<file path="src/mgmr_pkg.sv">
// Constants, field layouts and carrier types for the microphone gain and
// listen-through control register bank.
// Assumes a 25 MHz system clock and a 32-bit Avalon-MM register port.
package mgmr_pkg;

    // ********************************************************************
    // Bus geometry
    // ********************************************************************
    localparam int ADDR_W = 8;
    localparam int DATA_W = 32;
    localparam int IDX_W  = 6;
    localparam int REG_W  = 8;

    // Register indices; byte address is four times the index
    localparam logic [IDX_W-1:0] IDX_LEFT_GAIN  = 6'h0B;
    localparam logic [IDX_W-1:0] IDX_RIGHT_GAIN = 6'h0C;
    localparam logic [IDX_W-1:0] IDX_CTRL_A     = 6'h0D;
    localparam logic [IDX_W-1:0] IDX_CTRL_B     = 6'h0E;
    localparam logic [IDX_W-1:0] IDX_ATTEN      = 6'h20;
    localparam logic [IDX_W-1:0] IDX_STATUS     = 6'h21;
    localparam logic [1:0]       BYTE_LANE_ZERO = 2'h0;

    // ********************************************************************
    // Microphone gain fields
    // ********************************************************************
    localparam int             GAIN_W         = 7;
    localparam logic [6:0]     GAIN_RESET     = 7'h57;
    localparam logic [6:0]     GAIN_FORBIDDEN = 7'h3F;
    localparam logic [6:0]     MUTE_CODE_NEG  = 7'h57;
    localparam logic [6:0]     MUTE_CODE_POS  = 7'h7F;
    localparam int             NUM_MICS       = 2;
    localparam int             ATTEN_BIT      = 0;
    localparam logic           ATTEN_RESET    = 1'b0;

    // ********************************************************************
    // Listen-through control fields
    // ********************************************************************
    localparam int         CTRL_A_ENABLE_BIT = 7;
    localparam int         CTRL_A_MUTE_BIT   = 5;
    localparam int         CTRL_A_OPL_BIT    = 1;
    localparam int         CTRL_A_OPR_BIT    = 0;
    localparam logic [7:0] CTRL_A_RESET      = 8'hA0;
    localparam logic [7:0] CTRL_A_MASK       = 8'hA3;
    localparam int         CTRL_B_TIME_LSB   = 4;
    localparam int         CTRL_B_SRC_LSB    = 0;
    localparam int         SEL_W             = 2;
    localparam logic [7:0] CTRL_B_RESET      = 8'h00;
    localparam logic [7:0] CTRL_B_MASK       = 8'h33;
    localparam int         STAT_ACTIVE_BIT   = 0;
    localparam int         STAT_SWITCH_BIT   = 1;

    localparam logic [1:0] SRC_QUAD_MIC = 2'h0;
    localparam logic [1:0] SRC_OPAMP    = 2'h1;
    localparam logic [1:0] SRC_RESERVED = 2'h2;
    localparam logic [1:0] SRC_NONE     = 2'h3;

    // ********************************************************************
    // Timing
    // ********************************************************************
    localparam int CLK_HZ    = 25_000_000;
    localparam int CLK_KHZ   = CLK_HZ / 1000;
    localparam int HOLD_MS_0 = 25;
    localparam int HOLD_MS_1 = 200;
    localparam int HOLD_MS_2 = 400;
    localparam int HOLD_MS_3 = 600;
    localparam int HOLD_CYC_0 = HOLD_MS_0 * CLK_KHZ;
    localparam int HOLD_CYC_1 = HOLD_MS_1 * CLK_KHZ;
    localparam int HOLD_CYC_2 = HOLD_MS_2 * CLK_KHZ;
    localparam int HOLD_CYC_3 = HOLD_MS_3 * CLK_KHZ;
    localparam int HOLD_CNT_W = 24;

    // ********************************************************************
    // Carriers
    // ********************************************************************
    typedef struct packed {
        logic [GAIN_W-1:0] gain;
        logic              mute;
    } mgmr_mic_s;

    typedef struct packed {
        logic active;
        logic line_mute;
        logic opamp_left_on;
        logic opamp_right_on;
        logic route_quad_mic;
        logic route_opamp;
    } mgmr_lt_s;

endpackage : mgmr_pkg

</file>
<file path="src/mgmr_hold_timer.sv">
// Push switch synchroniser and hold-time qualifier.
// Assumes the switch pin is asynchronous and active high while pressed.
module mgmr_hold_timer
    import mgmr_pkg::*;
#(
    parameter int HOLD_CYCLES_0 = HOLD_CYC_0,
    parameter int HOLD_CYCLES_1 = HOLD_CYC_1,
    parameter int HOLD_CYCLES_2 = HOLD_CYC_2,
    parameter int HOLD_CYCLES_3 = HOLD_CYC_3
) (
    // Clock and reset
    input  wire logic             sys_clk,
    input  wire logic             sys_rst,
    input  wire logic             clk_en,
    // Switch and control
    input  wire logic             switch_pin,
    input  wire logic [SEL_W-1:0] switch_hold_time,
    input  wire logic             arm,
    // Results
    output logic                  pressed,
    output logic                  fire
);

    logic                  sync_a;
    logic                  sync_b;
    logic [HOLD_CNT_W-1:0] cnt;
    logic [HOLD_CNT_W-1:0] next_cnt;
    logic [HOLD_CNT_W-1:0] limit;
    logic                  fired;
    logic                  next_fired;
    logic                  next_fire;

    // ********************************************************************
    // Hold measurement
    // ********************************************************************
    always_comb begin
        case (switch_hold_time)
            2'h0:    limit = HOLD_CNT_W'(HOLD_CYCLES_0 - 1);
            2'h1:    limit = HOLD_CNT_W'(HOLD_CYCLES_1 - 1);
            2'h2:    limit = HOLD_CNT_W'(HOLD_CYCLES_2 - 1);
            default: limit = HOLD_CNT_W'(HOLD_CYCLES_3 - 1);
        endcase
        next_cnt   = cnt;
        next_fired = fired;
        next_fire  = 1'b0;
        // Release restarts the count: only one unbroken press qualifies
        if (!sync_b || !arm) begin
            next_cnt   = '0;
            next_fired = 1'b0;
        end else if (!fired) begin
            if (cnt >= limit) begin
                next_fire  = 1'b1;
                next_fired = 1'b1;
            end else begin
                next_cnt = cnt + 1'b1;
            end
        end
    end

    always_ff @(posedge sys_clk) begin
        if (sys_rst) begin
            sync_a  <= 1'b0;
            sync_b  <= 1'b0;
            pressed <= 1'b0;
            cnt     <= '0;
            fired   <= 1'b0;
            fire    <= 1'b0;
        end else if (clk_en) begin
            sync_a  <= switch_pin;
            sync_b  <= sync_a;
            pressed <= sync_b;
            cnt     <= next_cnt;
            fired   <= next_fired;
            fire    <= next_fire;
        end
    end

endmodule : mgmr_hold_timer

</file>
<file path="src/mgmr_regs.sv">
// Microphone gain and listen-through mode register bank, Avalon-MM slave.
// Assumes one 25 MHz clock, synchronous reset and a host that keeps to
// the legal field codes.
module mgmr_regs
    import mgmr_pkg::*;
#(
    parameter int HOLD_CYCLES_0 = HOLD_CYC_0,
    parameter int HOLD_CYCLES_1 = HOLD_CYC_1,
    parameter int HOLD_CYCLES_2 = HOLD_CYC_2,
    parameter int HOLD_CYCLES_3 = HOLD_CYC_3
) (
    // Clock, reset and enable
    input  wire logic              sys_clk,
    input  wire logic              sys_rst,
    input  wire logic              clk_en,
    // Avalon-MM register port
    input  wire logic [ADDR_W-1:0] avs_address,
    input  wire logic              avs_read,
    input  wire logic              avs_write,
    input  wire logic [DATA_W-1:0] avs_writedata,
    output logic      [DATA_W-1:0] avs_readdata,
    output logic                   avs_waitrequest,
    // Listen-through push switch pin
    input  wire logic              listen_switch,
    // Analog control outputs
    output mgmr_mic_s              left_mic,
    output mgmr_mic_s              right_mic,
    output mgmr_lt_s               listen_through
);

    // ********************************************************************
    // State
    // ********************************************************************
    logic [GAIN_W-1:0] left_mic_gain_cancel;
    logic [GAIN_W-1:0] right_mic_gain_cancel;
    logic [REG_W-1:0]  listen_through_ctrl_a;
    logic [REG_W-1:0]  listen_through_ctrl_b;
    logic              negative_attenuation_enable;
    logic [GAIN_W-1:0] next_left_gain;
    logic [GAIN_W-1:0] next_right_gain;
    logic [REG_W-1:0]  next_ctrl_a;
    logic [REG_W-1:0]  next_ctrl_b;
    logic              next_atten;

    logic [DATA_W-1:0] next_readdata;
    logic              next_waitrequest;
    logic [IDX_W-1:0]  idx;
    logic              aligned;
    logic              request;
    logic              commit_write;

    logic              lt_active;
    logic              next_lt_active;
    mgmr_lt_s          next_lt;
    logic              switch_pressed;
    logic              switch_fire;

    logic [GAIN_W-1:0] mic_gain [NUM_MICS];
    mgmr_mic_s         mic_q    [NUM_MICS];

    // Field views of the control registers
    logic              listen_through_enable;
    logic              listen_through_line_mute;
    logic              listen_through_opamp_left_on;
    logic              listen_through_opamp_right_on;
    logic [SEL_W-1:0]  switch_hold_time;
    logic [SEL_W-1:0]  listen_through_headphone_source;

    assign listen_through_enable =
        listen_through_ctrl_a[CTRL_A_ENABLE_BIT];
    assign listen_through_line_mute =
        listen_through_ctrl_a[CTRL_A_MUTE_BIT];
    assign listen_through_opamp_left_on =
        listen_through_ctrl_a[CTRL_A_OPL_BIT];
    assign listen_through_opamp_right_on =
        listen_through_ctrl_a[CTRL_A_OPR_BIT];
    assign switch_hold_time =
        listen_through_ctrl_b[CTRL_B_TIME_LSB +: SEL_W];
    assign listen_through_headphone_source =
        listen_through_ctrl_b[CTRL_B_SRC_LSB +: SEL_W];

    // ********************************************************************
    // Bus decode
    // ********************************************************************
    assign idx          = avs_address[ADDR_W-1:2];
    assign aligned      = (avs_address[1:0] == BYTE_LANE_ZERO);
    assign request      = avs_read || avs_write;
    // A write lands on the edge where the master sees waitrequest low
    assign commit_write = avs_write && !avs_waitrequest;

    // ********************************************************************
    // Bus handshake and read data
    // ********************************************************************
    // One wait cycle: read data is built in the first cycle so that it
    // already stands when waitrequest falls.
    always_comb begin
        next_waitrequest = 1'b1;
        if (request && avs_waitrequest) begin
            next_waitrequest = 1'b0;
        end
        next_readdata = avs_readdata;
        if (avs_read && avs_waitrequest) begin
            next_readdata = '0;
            if (aligned) begin
                case (idx)
                    IDX_LEFT_GAIN: begin
                        next_readdata[GAIN_W-1:0] = left_mic_gain_cancel;
                    end
                    IDX_RIGHT_GAIN: begin
                        next_readdata[GAIN_W-1:0] = right_mic_gain_cancel;
                    end
                    IDX_CTRL_A: begin
                        next_readdata[REG_W-1:0] = listen_through_ctrl_a;
                    end
                    IDX_CTRL_B: begin
                        next_readdata[REG_W-1:0] = listen_through_ctrl_b;
                    end
                    IDX_ATTEN: begin
                        next_readdata[ATTEN_BIT] =
                            negative_attenuation_enable;
                    end
                    IDX_STATUS: begin
                        next_readdata[STAT_ACTIVE_BIT] = lt_active;
                        next_readdata[STAT_SWITCH_BIT] = switch_pressed;
                    end
                    default: begin
                        next_readdata = '0;
                    end
                endcase
            end
        end
    end

    always_ff @(posedge sys_clk) begin
        if (sys_rst) begin
            avs_waitrequest <= 1'b1;
            avs_readdata    <= '0;
        end else if (clk_en) begin
            avs_waitrequest <= next_waitrequest;
            avs_readdata    <= next_readdata;
        end
    end

    // ********************************************************************
    // Register writes
    // ********************************************************************
    // Unmapped or misaligned writes are acknowledged and dropped. Forbidden
    // codes are stored as written; keeping to legal codes is the host's job.
    always_comb begin
        next_left_gain  = left_mic_gain_cancel;
        next_right_gain = right_mic_gain_cancel;
        next_ctrl_a     = listen_through_ctrl_a;
        next_ctrl_b     = listen_through_ctrl_b;
        next_atten      = negative_attenuation_enable;
        if (commit_write && aligned) begin
            case (idx)
                IDX_LEFT_GAIN: begin
                    next_left_gain = avs_writedata[GAIN_W-1:0];
                end
                IDX_RIGHT_GAIN: begin
                    next_right_gain = avs_writedata[GAIN_W-1:0];
                end
                IDX_CTRL_A: begin
                    next_ctrl_a = avs_writedata[REG_W-1:0] & CTRL_A_MASK;
                end
                IDX_CTRL_B: begin
                    next_ctrl_b = avs_writedata[REG_W-1:0] & CTRL_B_MASK;
                end
                IDX_ATTEN: begin
                    next_atten = avs_writedata[ATTEN_BIT];
                end
                default: begin
                    next_atten = negative_attenuation_enable;
                end
            endcase
        end
    end

    always_ff @(posedge sys_clk) begin
        if (sys_rst) begin
            left_mic_gain_cancel        <= GAIN_RESET;
            right_mic_gain_cancel       <= GAIN_RESET;
            listen_through_ctrl_a       <= CTRL_A_RESET;
            listen_through_ctrl_b       <= CTRL_B_RESET;
            negative_attenuation_enable <= ATTEN_RESET;
        end else if (clk_en) begin
            left_mic_gain_cancel        <= next_left_gain;
            right_mic_gain_cancel       <= next_right_gain;
            listen_through_ctrl_a       <= next_ctrl_a;
            listen_through_ctrl_b       <= next_ctrl_b;
            negative_attenuation_enable <= next_atten;
        end
    end

    // ********************************************************************
    // Microphone gain outputs
    // ********************************************************************
    assign mic_gain[0] = left_mic_gain_cancel;
    assign mic_gain[1] = right_mic_gain_cancel;

    // Gain code passes through as a half-dB count; the mute code depends
    // on the attenuation mode, and the other mute code is then an
    // ordinary (unused) code.
    for (genvar ch = 0; ch < NUM_MICS; ch++) begin : g_mic
        mgmr_mic_s next_mic;

        always_comb begin
            next_mic.gain = mic_gain[ch];
            if (negative_attenuation_enable) begin
                next_mic.mute = (mic_gain[ch] == MUTE_CODE_NEG);
            end else begin
                next_mic.mute = (mic_gain[ch] == MUTE_CODE_POS);
            end
        end

        always_ff @(posedge sys_clk) begin
            if (sys_rst) begin
                mic_q[ch] <= '{gain: GAIN_RESET, mute: 1'b0};
            end else if (clk_en) begin
                mic_q[ch] <= next_mic;
            end
        end
    end

    assign left_mic  = mic_q[0];
    assign right_mic = mic_q[1];

    // ********************************************************************
    // Push switch hold timer
    // ********************************************************************
    mgmr_hold_timer #(
        .HOLD_CYCLES_0 (HOLD_CYCLES_0),
        .HOLD_CYCLES_1 (HOLD_CYCLES_1),
        .HOLD_CYCLES_2 (HOLD_CYCLES_2),
        .HOLD_CYCLES_3 (HOLD_CYCLES_3)
    ) u_hold (
        .sys_clk          (sys_clk),
        .sys_rst          (sys_rst),
        .clk_en           (clk_en),
        .switch_pin       (listen_switch),
        .switch_hold_time (switch_hold_time),
        .arm              (listen_through_enable),
        .pressed          (switch_pressed),
        .fire             (switch_fire)
    );

    // ********************************************************************
    // Listen-through mode and its outputs
    // ********************************************************************
    // Each qualified press toggles the mode; a new press needs a release
    // first, so holding the switch never makes it flicker.
    always_comb begin
        next_lt_active = lt_active;
        if (!listen_through_enable) begin
            next_lt_active = 1'b0;
        end else if (switch_fire) begin
            next_lt_active = !lt_active;
        end
        next_lt.active         = next_lt_active;
        next_lt.line_mute      = next_lt_active &&
                                 listen_through_line_mute;
        next_lt.opamp_left_on  = next_lt_active &&
                                 listen_through_opamp_left_on;
        next_lt.opamp_right_on = next_lt_active &&
                                 listen_through_opamp_right_on;
        next_lt.route_quad_mic = 1'b0;
        next_lt.route_opamp    = 1'b0;
        case (listen_through_headphone_source)
            SRC_QUAD_MIC: begin
                next_lt.route_quad_mic = next_lt_active;
            end
            SRC_OPAMP: begin
                next_lt.route_opamp = next_lt_active;
            end
            SRC_RESERVED: begin
                // Reserved path is absent here, so it drives nothing
                next_lt.route_opamp = 1'b0;
            end
            default: begin
                next_lt.route_quad_mic = 1'b0;
            end
        endcase
    end

    always_ff @(posedge sys_clk) begin
        if (sys_rst) begin
            lt_active      <= 1'b0;
            listen_through <= '0;
        end else if (clk_en) begin
            lt_active      <= next_lt_active;
            listen_through <= next_lt;
        end
    end

endmodule : mgmr_regs

</file>
<file path="config.mk">
export PLATFORM = sky130hd
export DESIGN_NAME = mgmr_regs
export DESIGN_NICKNAME = d
export VERILOG_FILES = /design/src/mgmr_pkg.sv /design/src/mgmr_hold_timer.sv /design/src/mgmr_regs.sv
export SDC_FILE = /design/constraint.sdc
export NUM_CORES = 1
export LEC_CHECK = 0
export ABC_AREA = 1
export BUFFER_PORTS_ARGS = -buffer_cell sky130_fd_sc_hd__clkbuf_2
export CORE_ASPECT_RATIO = 0.75
export CORE_MARGIN = 3
export CORE_UTILIZATION = 45
export DETAILED_ROUTE_END_ITERATION = 7
export PLACE_DENSITY = 0.66
export SETUP_SLACK_MARGIN = 0.5
export SYNTH_ARGS = -nofsm -noshare
export SYNTH_HDL_FRONTEND = slang
export SYNTH_HIERARCHICAL = 1
export SYNTH_SLANG_ARGS = --single-unit
</file>
<file path="constraint.sdc">
create_clock -name sys_clk -period 5.6 [get_ports sys_clk]
set_input_delay 1.12 -clock sys_clk [delete_from_list [all_inputs] [get_ports sys_clk]]
set_output_delay 1.12 -clock sys_clk [all_outputs]
set_load 0.1 [all_outputs]
</file>
# Word-level counts from Yosys, hierarchy flattened
# Memory sizes are Yosys's and may differ from the RTL's.
# Cells that the tools add are included.
# op_classes
add_sub_neg	1
n_mul	0
n_div	0
magnitude_cmp	1
n_eq_ne	15
shifts	0
n_mux	28
bitwise	2
reduce_logical	23
# ops
op	count
$mux 24	3
$pmux 24 s3	1
$eq 7x7->1 const B	4
$add 24x1->24 const B	1
$eq 6x4->1 const B	4
$ge 24x24->1	1
$mux 8	3
$pmux 5 s4	1
$mux 1	18
$reduce_and 3->1	6
$eq 6x6->1 const B	2
$logic_and 1x1->1	7
$logic_not 2->1	3
$pmux 1 s6	1
$pmux 1 s5	1
$eq 2x1->1 const B	2
$logic_not 1->1	4
$eq 2x2->1 const B	1
$logic_or 1x1->1	2
$ne 2x1->1 const B	1
$ne 2x2->1 const B	1
$or 1x1->1	2
$reduce_and 2->1	1
# word_totals
ff_bits	91
latch_bits	0
mem_bits_rw	16
romBits	0
in_bits	46
out_inout_bits	55
word_cells	90
memories	1
# mem_list
name	words	width	read_ports	rd_ports_with_merged_regs	wr	line	source
mic_q	2	8	2	0	2	mgmr_regs.sv:59	mgmr_mic_s mic_q [NUM_MICS];

# Depth between registers and ports, before layout
# Gate-level depths: netlist (run 1).
# logic_depth
depth_word	6
ltp_mapped	17
depth_no_buf	16

# Hierarchy
# The synthesis (run 1) kept the hierarchy.
# modules_own_cells
mod	n_inst	cells_per_inst	area_per_inst_um2	seq_area_each_um2
mgmr_regs	1	302	2522.4	1241.2
mgmr_hold_timer	1	389	2474.9	580.6

# Worst setup path before layout (run 1)
# Ideal clock, no wire load.
# synth_path
kind	input port to flip-flop
start	input port sys_rst
end	memory mic_q[0][0] (netlist name), enable pin
setup_ps	363
arrival_ps	2001
required_time_ps	5237
setup_slack_ps	3236
stages	4
path_buffers	2
cell_sequence	clkbuf_2 > inv_1 > buf_1 > nand2_1
# synth_rtl
item	line	source
from (decl)	mgmr_regs.sv:14	input wire logic sys_rst,
to (decl)	mgmr_regs.sv:59	

# Worst setup path after layout (run 1)
# layout_path
start	register listen_through_ctrl_b[5]
end	register u_hold.cnt[4]
# layout_between
elab_chain_cells	5
elab_cells_between_ends	7
classes_between	1 x order compare; 3 x eq/ne; 1 x mux; 2 x reduce/logical
# layout_rtl
item	line	source
from (decl)	mgmr_regs.sv:37	logic [REG_W-1:0] listen_through_ctrl_b;
from (signal assigned)	mgmr_regs.sv:190	listen_through_ctrl_b <= next_ctrl_b;
$eq 2x2->1 (tied with other cells)	mgmr_hold_timer.sv:37	case (switch_hold_time)
$pmux 24 s3 *	mgmr_hold_timer.sv:37	
$ge 24x24->1 *	mgmr_hold_timer.sv:51	if (cnt >= limit) begin
$ne 2x1->1 (no source line) *	-	
$reduce_and 3->1 (no source line) *	-	
to (signal assigned)	mgmr_hold_timer.sv:72	cnt <= next_cnt;
to (decl)	mgmr_hold_timer.sv:26	logic [HOLD_CNT_W-1:0] cnt;
# Every way passes the cells marked *; elsewhere a longest branch is shown, timed or not.
# A chain may end at the register's enable or synchronous reset.

==> results of run 1 <==
## kinds of logic after synthesis
logic type / share of synthesized area
other: 0.000750
AO/OA/AOI/OAI: 0.105
adder cells (fa/ha/maj): 0.0551
buffers and inverters: 0.122
XOR/XNOR: 0.0228
AND/OR/NAND/NOR: 0.330
flip-flops: 0.365
## registers in the layout, summed over array words and instances (netlist names), 4 cells and up
signal,count
avs_readdata,8
left_mic_gain_cancel,7
listen_through,5
listen_through_ctrl_a,4
listen_through_ctrl_b,4
mic_q,16
right_mic_gain_cancel,7
u_hold/cnt,24
## stage by stage
step / cells / setup slack [ns] / power (mW) / hold WS, ns
floorplan: 714 / 3.24 / 0.894 / 0.439
CTS: 877 / 2.69 / 1.54 / 0.467
global placement: 861 / 2.76 / 0.919 / 0.455
finish: 877 / 2.69 / 1.52 / 0.465
detailed placement: 861 / 2.70 / 0.924 / 0.458
global route: 877 / 2.40 / 1.59 / 0.484
## cell type report
cell class / instances / area [sq um] / share of cell area
Multi-Input combinational cell: 506 / 2650 / 0.478
Timing Repair Buffer: 53 / 268 / 0.0483
Sequential cell: 83 / 1820 / 0.329
Inverter: 83 / 320 / 0.0578
Clock inverter: 7 / 87.6 / 0.0158
Tap cell: 136 / 170 / 0.0307
Clock buffer: 9 / 225 / 0.0406
## critical path, stage by stage (launching register included)
cell      delay [ns]
dfxtp_1         0.51
inv_1           0.15
ha_1            0.28
o21bai_1        0.21
ha_1            0.25
nand2_1         0.09
nor2_1          0.05
o21ai_0         0.06
nand2_1         0.11
nand3_1         0.08
nand2_1         0.07
nand2_2         0.11
nand3_4         0.28
nand2_4         0.26
inv_8           0.12
nor2_1          0.11
nor2_1          0.04
## per-layer routing
| layer | wire length, microns | up-vias | GRT usage | part of all wire |
|---|---|---|---|---|
| met3 | 976 | 8 | 0.0566 | 0.080 |
| li1 | - | 2300 | - | - |
| met4 | 88 | 0 | 0.0449 | 0.0072 |
| met5 | 0 | - | 0 | 0 |
| met2 | 5090 | 164 | 0.289 | 0.42 |
| met1 | 6100 | 2090 | 0.302 | 0.50 |
## power groups by stage
stage / logic [mW] / registers, mW / clock network, mW
after CTS: 0.262 / 0.649 / 0.625
final: 0.263 / 0.649 / 0.611
after detailed placement: 0.262 / 0.662 / 0
after global routing: 0.289 / 0.652 / 0.653
after floorplan: 0.221 / 0.673 / 0
after global placement: 0.257 / 0.662 / 0
## layout by cell type (no fill, tap or decap), types with 3 or more instances in the layout
| master | count |
|---|---|
| xor2_1 | 11 |
| nor4_1 | 4 |
| o211ai_1 | 8 |
| edfxtp_1 | 16 |
| nor3_1 | 23 |
| a21oi_1 | 40 |
| nor2_1 | 83 |
| nor2_4 | 7 |
| dfxtp_1 | 67 |
| conb_1 | 24 |
| nand3b_1 | 3 |
| clkbuf_2 | 52 |
| inv_1 | 78 |
| nor2_2 | 21 |
| o22ai_1 | 3 |
| inv_2 | 3 |
| a31oi_1 | 3 |
| nand3_1 | 54 |
| o21ai_0 | 30 |
| clkbuf_16 | 9 |
| nand4_1 | 10 |
| ha_1 | 22 |
| nand2_1 | 140 |
## worst min-delay path by stage
stage,depth (start not counted),start,to
floorplan,2,listen_through_ctrl_a[0],listen_through_ctrl_a[0]
global placement,2,avs_readdata[2],avs_readdata[2]
detailed placement,2,avs_readdata[5],avs_readdata[5]
CTS,2,avs_readdata[5],avs_readdata[5]
global route,2,avs_readdata[4],avs_readdata[4]
finish,2,avs_readdata[5],avs_readdata[5]
==> qor.tcl, run 1 <==
set qor(outcome) {completed}
set qor(crit-reg2reg-launch) {listen_through_ctrl_b[5]}
set qor(tritoncts.num_buffers) 9
set qor(track_usage) 0.202
set qor(synth_seq_cells) 83
set qor(worst_max_slew_pin_slew_ns) 0.954
set qor(cts.repair_timing.setup_buffer_count) 0
set qor(route.final.wire_length_mm) 12.3
set qor(comb_power_share) 0.172
set qor(width_of_the_die_microns) 128
set qor(power_switching_mw) 0.489
set qor(route.vias.total) 4562
set qor(post_dp_cell_area_sq_um) 5230
set qor(synthMostInstantiatedCell) {nand2_1}
set qor(ioPinCount) 101
set qor(die_height_microns) 97.3
set qor(slew-limit-headroom) 0.363
set qor(setup.worst_path.start) {listen_through_ctrl_b[5]}
set qor(final_max_slew_viol_count) 0
set qor(swShare) 0.321
set qor(tritoncts) {yes}
set qor(worst-r2r-cell-count) 16
set qor(std_cell_rows) 32
set qor(powerDensity_nw_per_um2) 275
set qor(drt_pass1_iterations) 4
set qor(timing.rr.end) {u_hold/cnt[4]}
set qor(clock_path_buffers) 2
set qor(finalNetCount) 804
set qor(ys_seq_area_frac) 0.365
set qor(post_synth_num_cell_types) 46
set qor(p_seq_frac) 0.426
set qor(cts.reportedPaths.clkPinSlew_ns) 0.06
set qor(holdBufCountCts) 0
set qor(pin_count_of_the_biggest_net_entering_global_routing) 26
set qor(vias_in_the_first_global_route) 4152
set qor(nFillCells) 1055
set qor(post_synth_main_area_contributors) {dfxtp_1 27%, nand2_1 11%, edfxtp_1 9.6%}
set qor(drive_above_1_share) 0.152
set qor(fmax_mhz) 344
set qor(fin_setup_tns_ns) 0
set qor(min_period_ns) 2.91
set qor(peakVddDrop_v) 0.000229
set qor(start_util) 0.473
set qor(vias_per_instance) 5.20
set qor(htree_num_levels) 3
set qor(critical_path.max_fanout) 22
set qor(period_share) 0.520
set qor(most_area_hungry_cell_type_in_the_yosys_netlist) {dfxtp_1}
set qor(place.gp.congestion) 0.922
set qor(clk-insertion-delay-late_ns) 0.34
set qor(share_clk_of_total_power) 0.401
set qor(cts_root_buffer) {clkbuf_16}
set qor(timing_worst_setup_path_type) {flop to flop}
set qor(setup_repair_after_global_routing_missed_its_margin) {false}
set qor(syn_area_sq_um) 5000
set qor(hold_violations) 0
set qor(synth_top_area_frac) 0.268
set qor(holdCritPathClass) {flop to flop}
set qor(area.growth.synth_to_final_pct) 11.0
set qor(worstSetupEndpointType) {flop}
set qor(route.detailed.drc) 0
set qor(gr-total-overflow) 0
set qor(synth_enable_flop_cells) 16
set qor(routed_length_per_instance_microns) 14.0
set qor(cp.arrival_ns) 3.15
set qor(rrSetupSlack_ns) 2.69
set qor(port-buffer-count) 52
set qor(synth.yosys.warnings) 6
set qor(skew_ns) 0.00394
set qor(setup_viol) 0
set qor(postSynthCellCount) 691
set qor(maxCapViolations) 0
set qor(synth_async_sr_flop_share) 0
set qor(cellInternalPower_mw) 1.03
set qor(synth.avg_cell_area_sq_um) 7.23
set qor(number_of_antenna_violations_at_the_first_check_in_global_routing) 0
set qor(worst-endpoint-required_ns) 5.84
set qor(dr.first_iter.drc_count) 325
set qor(power.leakage_nw) 2.43
set qor(first_pass_grt_wire_length_mm) 20.5
set qor(netlist_top_cells_count) {140 x nand2_1, 83 x nor2_1, 78 x inv_1}
set qor(timing.critical_path.from_type) {flop}
set qor(clock_sink_count) 83
set qor(post-route-util) 0.525
set qor(synth_ff_type) {dfxtp_1}
set qor(postRouteAntennaNets) 0
set qor(postLayoutCellArea_sq_um) 5550
set qor(ctsResizeCount) 0
set qor(area_of_the_placeable_core_sq_um) 10600
set qor(n_antenna_cell) 0
set qor(place.detailed.hpwl_mm) 9.28
set qor(fp.dieArea_sq_um) 12400
set qor(worstSetupEndpoint) {u_hold/cnt[4]}
No activity file was read; power rests on OpenSTA's default activity.
==> inputs of run 2 (changes only) <==
Clock period 5.6 ns to 3 ns, I/O delays scaled along.
==> run 2 against run 1 <==
  * Die area did not move
  * Design area rose by 3.9%
  * Sequential share of layout area fell by 1.1 points
  * Largest cell class unchanged
  * Largest power group unchanged
  * Highest routed layer unchanged
==> qor.tcl, run 2 (synthesized netlist as in run 1, its figures left out) <==
set qor(powerDensity_nw_per_um2) 512
set qor(critical_path.most_common_cell) {nor2_1}
set qor(drt_pass1_iterations) 5
set qor(place.detailed.hpwl_mm) 9.45
set qor(slew-limit-headroom) 0.555
set qor(number_of_antenna_violations_at_the_first_check_in_global_routing) 0
set qor(power.leakage_nw) 2.51
set qor(vias_per_instance) 5.20
set qor(final_max_slew_viol_count) 0
set qor(first_pass_grt_wire_length_mm) 20.6
set qor(period_share) 0.808
set qor(comb_power_share) 0.183
set qor(tritoncts.num_buffers) 9
set qor(share_clk_of_total_power) 0.406
set qor(clk-insertion-delay-late_ns) 0.34
set qor(peakVddDrop_v) 0.000287
set qor(place.gp.congestion) 0.912
set qor(timing.critical_path.from_type) {flop}
set qor(clock_path_buffers) 2
set qor(clock_sink_count) 83
set qor(dr.first_iter.drc_count) 354
set qor(die_height_microns) 97.3
set qor(width_of_the_die_microns) 128
set qor(drive_above_1_share) 0.181
set qor(postLayoutCellArea_sq_um) 5760
set qor(holdCritPathClass) {flop to flop}
set qor(postRouteAntennaNets) 0
set qor(outcome) {completed}
set qor(vias_in_the_first_global_route) 4167
set qor(gr-total-overflow) 0
set qor(mostFrequentLayoutCells) {140 x nand2_1, 81 x nor2_1, 75 x inv_1, 65 x dfxtp_1, 54 x nand3_1}
set qor(ioPinCount) 101
set qor(post_dp_cell_area_sq_um) 5270
set qor(skew_ns) 0.00615
set qor(cp.arrival_ns) 2.65
set qor(setup_repair_after_global_routing_missed_its_margin) {false}
set qor(fp.dieArea_sq_um) 12400
set qor(hold_violations) 0
set qor(tritoncts) {yes}
set qor(fmax_mhz) 413
set qor(critical_path.max_fanout) 6
set qor(track_usage) 0.206
set qor(start_util) 0.473
set qor(p_seq_frac) 0.411
set qor(largest_reg_flops) 24
set qor(worst-endpoint-required_ns) 3.23
set qor(most_common_library_cell_in_the_layout_ignoring_fill_and_taps) {nand2_1}
set qor(cts_root_buffer) {clkbuf_16}
set qor(worstPathBufferInverterCount) 4
set qor(swShare) 0.309
set qor(setup_viol) 0
set qor(worstSetupEndpointType) {flop}
set qor(nFillCells) 1025
set qor(routed_length_per_instance_microns) 14.3
set qor(cts.reportedPaths.clkPinSlew_ns) 0.06
set qor(route.final.wire_length_mm) 12.6
set qor(htree_num_levels) 3
set qor(area.growth.synth_to_final_pct) 15.3
set qor(min_period_ns) 2.42
set qor(worst_max_slew_pin_slew_ns) 0.666
set qor(route.detailed.drc) 0
set qor(area_of_combinational_cells_with_multiple_inputs_sq_um) 2730
set qor(path_cells) {buf_4 > ha_1 > inv_1 > ha_1 > nand2_1 > a21oi_1 > nor2_1 > nor2_1 > nor2_1 > nand2_1 > nand2_2 > nand3_4 > nand2_8 > buf_6 > buf_4 > nor2_1}
set qor(registers.top_by_ff_count) {u_hold/cnt}
set qor(maxCapViolations) 0
set qor(holdBufCountCts) 0
set qor(seq_area_sq_um) 1830
set qor(cp_slowest_cell) {dfxtp_4}
set qor(std_cell_rows) 32
set qor(port-buffer-count) 52
set qor(route.vias.total) 4616
set qor(power_switching_mw) 0.911
set qor(leading_registers_by_flop_count) {u_hold/cnt x24, mic_q x16, avs_readdata x8}
set qor(slowest_delay_ns) 0.37
set qor(critical-path-top-delay-family) {simple AND/OR/NAND/NOR gates}
set qor(n_antenna_cell) 0
set qor(post-route-util) 0.545
set qor(pin_count_of_the_biggest_net_entering_global_routing) 25
set qor(fin_setup_tns_ns) 0
set qor(timing_worst_setup_path_type) {flop to flop}
set qor(finalNetCount) 814
set qor(cellInternalPower_mw) 2.04
set qor(area_of_the_placeable_core_sq_um) 10600
## run 2: cell types whose count changed in the layout (fill, tap and decap cells not counted), sizes merged
cell / change
clkinvlp: -1
inv: +1
clkbuf: +1
clkinv: -1
buf: +9
bufinv: +1
## run 2: path summary, 6_finish.rpt
kind / from / end / slack (ns) / depth (start not counted)
setup reg to reg: listen_through_ctrl_b[5] / u_hold/fired / 0.58 / 16
hold / removal: avs_readdata[4] / avs_readdata[4] / 0.47 / 2
hold reg to reg: avs_readdata[4] / avs_readdata[4] / 0.47 / 2
setup / recovery: listen_through_ctrl_b[5] / u_hold/fired / 0.58 / 16
## run 2: layout make-up
class,count,share of cell area
well taps,136,0.0295
repair buffers,63,0.0667
clock inverters,7,0.0172
clock buffers,9,0.0391
inverters,83,0.0565
multi-input cells,506,0.474
flip-flops and latches,83,0.318
## run 2: timing repair
action	4_1_cts	5_1_grt
hold endpoints to repair	0	0
endpoints found under the setup margin	24	24
buffers inserted	1	3
gates resized for setup	4	22
cloned	0	1
pin swaps	0	6
## run 2: tightest hold or removal path, cell delays in order (launching register included)
cell and delay [ns]:
dfxtp_1 0.31, nand2_1 0.06, a21oi_1 0.06
## run 2: metrics by stage
stage	worst slack [ns]	total power, mW	hold slack (ns)	cells
floorplan	0.824	1.67	0.439	714
global placement	0.396	1.72	0.456	866
detailed placement	0.383	1.73	0.457	866
CTS	0.544	2.95	0.474	883
global route	0.482	3.09	0.486	887
finish	0.576	2.95	0.472	887
## run 2: power groups by stage
stage,registers (mW),logic [mW],clock network (mW)
floorplan,1.26,0.413,0
global placement,1.24,0.487,0
finish,1.21,0.541,1.20
detailed placement,1.24,0.497,0
global route,1.22,0.590,1.28
CTS,1.21,0.512,1.23
## run 2: layer usage
layer	global-route usage	part of all wire	wire (microns)	vias up
met4	0.0546	0.013	169	0
met3	0.0549	0.094	1190	17
met2	0.289	0.41	5150	188
met5	0	0	0	-
li1	-	-	-	2324
met1	0.310	0.49	6140	2087
==> inputs of run 3 (changes only) <==
Settings changed: ABC_AREA 1 to 0, PLACE_DENSITY 0.66 to 0.67.
Clock period 3 ns to 2.3 ns, I/O delays scaled along.
==> run 3 against run 2 <==
  * The flow now finishes with violations (negative setup slack)
  * Die area down 5.2%
  * Flip-flop and latch count unchanged
  * Design area up 2.0%
  * Largest cell class unchanged
  * Via count down 8.6%
  * Sequential power up 23%
  * Combinational power down 25%
  * Count of clock-buffer cells in the layout unchanged
  * Wire length down 1.9%
==> qor.tcl, run 3 <==
set qor(synth.yosys.warnings) 6
set qor(period_share) 1.23
set qor(tritoncts.num_buffers) 9
set qor(clock_sink_count) 83
set qor(most_area_hungry_cell_type_in_the_yosys_netlist) {dfxtp_1}
set qor(timing.critical_path.from_type) {flop}
set qor(synth_top_area_frac) 0.284
set qor(grt.met2_usage) 0.309
set qor(route.detailed.drc) 0
set qor(final_max_slew_viol_count) 0
set qor(largest_reg_flops) 24
set qor(postSynthCellCount) 521
set qor(skew_ns) 0.00759
set qor(syn_area_sq_um) 4720
set qor(worst-r2r-cell-count) 11
set qor(peakVddDrop_v) 0.000484
set qor(area.growth.synth_to_final_pct) 24.4
set qor(route.final.wire_length_mm) 12.4
set qor(first_pass_grt_wire_length_mm) 20.0
set qor(synth_enable_flop_cells) 16
set qor(fmax_mhz) 353
set qor(gr-total-overflow) 0
set qor(vias_in_the_first_global_route) 3916
set qor(min_period_ns) 2.84
set qor(post_dp_cell_area_sq_um) 5430
set qor(grtUsageMet1) 0.308
set qor(clock_path_buffers) 2
set qor(whs_ns) 0.364
set qor(post_layout_nonfiller_instances) 757
set qor(synth_async_sr_flop_share) 0
set qor(cp.arrival_ns) 3.06
set qor(n_antenna_cell) 0
set qor(hold_violations) 0
set qor(most_common_library_cell_in_the_layout_ignoring_fill_and_taps) {dfxtp_1}
set qor(post_synth_num_cell_types) 75
set qor(crit-reg2reg-launch) {listen_through_ctrl_b[4]}
set qor(rrSetupSlack_ns) -0.54
set qor(port-buffer-count) 52
set qor(postRouteAntennaNets) 0
set qor(die_height_microns) 94.7
set qor(synth_seq_cells) 83
set qor(dr.first_iter.drc_count) 367
set qor(fin_setup_tns_ns) -12.05
set qor(htree_num_levels) 3
set qor(leading_registers_by_flop_count) {u_hold/cnt x24, mic_q x16, avs_readdata x8}
set qor(route.vias.total) 4220
set qor(powerDensity_nw_per_um2) 560
set qor(synth.avg_cell_area_sq_um) 9.07
set qor(registers.top_by_ff_count) {u_hold/cnt}
set qor(post_synth_main_area_contributors) {dfxtp_1 28%, edfxtp_1 10%, ha_1 5.8%}
set qor(timing.hold.worst.start) {listen_switch}
set qor(worst_max_slew_pin_slew_ns) 0.582
set qor(worstSetupEndpointType) {flop}
set qor(synth_ff_type) {dfxtp_1}
set qor(area_of_the_placeable_core_sq_um) 9930
set qor(met3_usage) 0.0514
set qor(cts_root_buffer) {clkbuf_16}
set qor(power.leakage_nw) 2.44
set qor(netlist_top_cells_count) {67 x dfxtp_1, 59 x nor2_1, 28 x o21ai_0}
set qor(vias_per_instance) 5.57
set qor(ys_seq_area_frac) 0.386
set qor(post-route-util) 0.592
set qor(dp_cells) 733
set qor(place.detailed.hpwl_mm) 9.21
set qor(postLayoutCellArea_sq_um) 5880
set qor(setup_repair_after_global_routing_missed_its_margin) {true}
set qor(finalNetCount) 688
set qor(tritoncts) {yes}
set qor(fp.dieArea_sq_um) 11800
set qor(setup_viol) 26
set qor(violations_in_the_final_reports) {negative setup slack}
set qor(holdCritPathClass) {input pin to flop}
set qor(worst_hold_path.endpoint) {u_hold/sync_a}
set qor(maxCapViolations) 0
set qor(clk-insertion-delay-late_ns) 0.34
set qor(outcome) {finished, violations left}
set qor(start_util) 0.476
set qor(drt_pass1_iterations) 5
set qor(routed_length_per_instance_microns) 16.4
set qor(drive_above_1_share) 0.296
set qor(timing.hold.worst_path_depth) 3
set qor(place.gp.congestion) 0.903
set qor(slew-limit-headroom) 0.614
set qor(pin_count_of_the_biggest_net_entering_global_routing) 36
set qor(timing.rr.end) {u_hold/cnt[7]}
set qor(timing_worst_setup_path_type) {flop to flop}
set qor(critical_path.max_fanout) 7
set qor(mostFrequentLayoutCells) {64 x dfxtp_1, 60 x buf_4, 59 x nor2_1, 52 x clkbuf_2}
set qor(std_cell_rows) 31
set qor(finalWorstSetupSlack_ns) -0.537
set qor(worst-endpoint-required_ns) 2.53
set qor(number_of_antenna_violations_at_the_first_check_in_global_routing) 0
set qor(ioPinCount) 101
set qor(track_usage) 0.209
set qor(grt.busiest_layer) {met2}
set qor(width_of_the_die_microns) 124
set qor(cts.reportedPaths.clkPinSlew_ns) 0.07
set qor(synthMostInstantiatedCell) {dfxtp_1}
## run 3: layout make-up
type	instances	area (sq um)
fillers	901	4050
multi-input cells	391	2750
flip-flops and latches	83	1830
repair buffers	117	776
clock buffers	9	225
well taps	132	165
inverters	18	75.1
clock inverters	7	56.3
## run 3: worst max-delay path by stage
stage                             start        endpoint
3_5_place_dp   listen_through_ctrl_b[4]   u_hold/cnt[7]
3_3_place_gp   listen_through_ctrl_b[4]   u_hold/cnt[7]
2_1_floorplan  listen_through_ctrl_b[5]  u_hold/cnt[17]
6_report       listen_through_ctrl_b[4]   u_hold/cnt[7]
5_1_grt        listen_through_ctrl_b[4]  u_hold/cnt[17]
4_1_cts        listen_through_ctrl_b[5]  u_hold/cnt[16]
## run 3: per-layer routing
metal | part of all wire | vias to the layer above
met5 | 0 | -
met4 | 0.0060 | 0
met3 | 0.072 | 6
met2 | 0.43 | 157
met1 | 0.49 | 2004
li1 | - | 2053
## run 3: cell families after synthesis
kind of cell | count (synthesis) | share of synthesized area
other | 1 | 0.000794
DFF | 83 | 0.386
and+or+nand+nor | 208 | 0.244
buffers and inverters | 70 | 0.0858
adders and majority gates | 22 | 0.0583
muxes | 19 | 0.0410
AOI/OAI and AO/OA | 116 | 0.180
xor gates and xnor gates | 2 | 0.00371
## run 3: power breakdown
group | total [mW] | internal, mW | switching (mW)
sequential | 1.49 | 1.48 | 0.00450
combinational | 0.404 | 0.0760 | 0.328
clock | 1.39 | 0.749 | 0.645
## run 3: worst max-delay path: stages, from the launching register on
cell	delay (ns)
dfxtp_4	0.37
buf_4	0.14
ha_4	0.17
ha_4	0.26
or4b_4	0.48
a21oi_2	0.18
a311oi_2	0.07
a311o_4	0.49
nand2_4	0.14
buf_6	0.14
nor4_2	0.04
a211o_1	0.23
## run 3: timing repair
action | 4_1_cts | 5_1_grt
setup endpoints to repair | 26 | 27
gates cloned | 0 | 0
resized for setup | 24 | 7
hold buffers | 0 | 0
pin swaps | 14 | 0
setup buffers | 6 | 2
## run 3: stage by stage
step / worst slack [ns] / total power, mW
2_1_floorplan: -0.357 / 1.88
3_3_place_gp: -0.447 / 1.91
3_5_place_dp: -0.492 / 1.91
4_1_cts: -0.488 / 3.30
5_1_grt: -0.636 / 3.39
6_report: -0.537 / 3.29
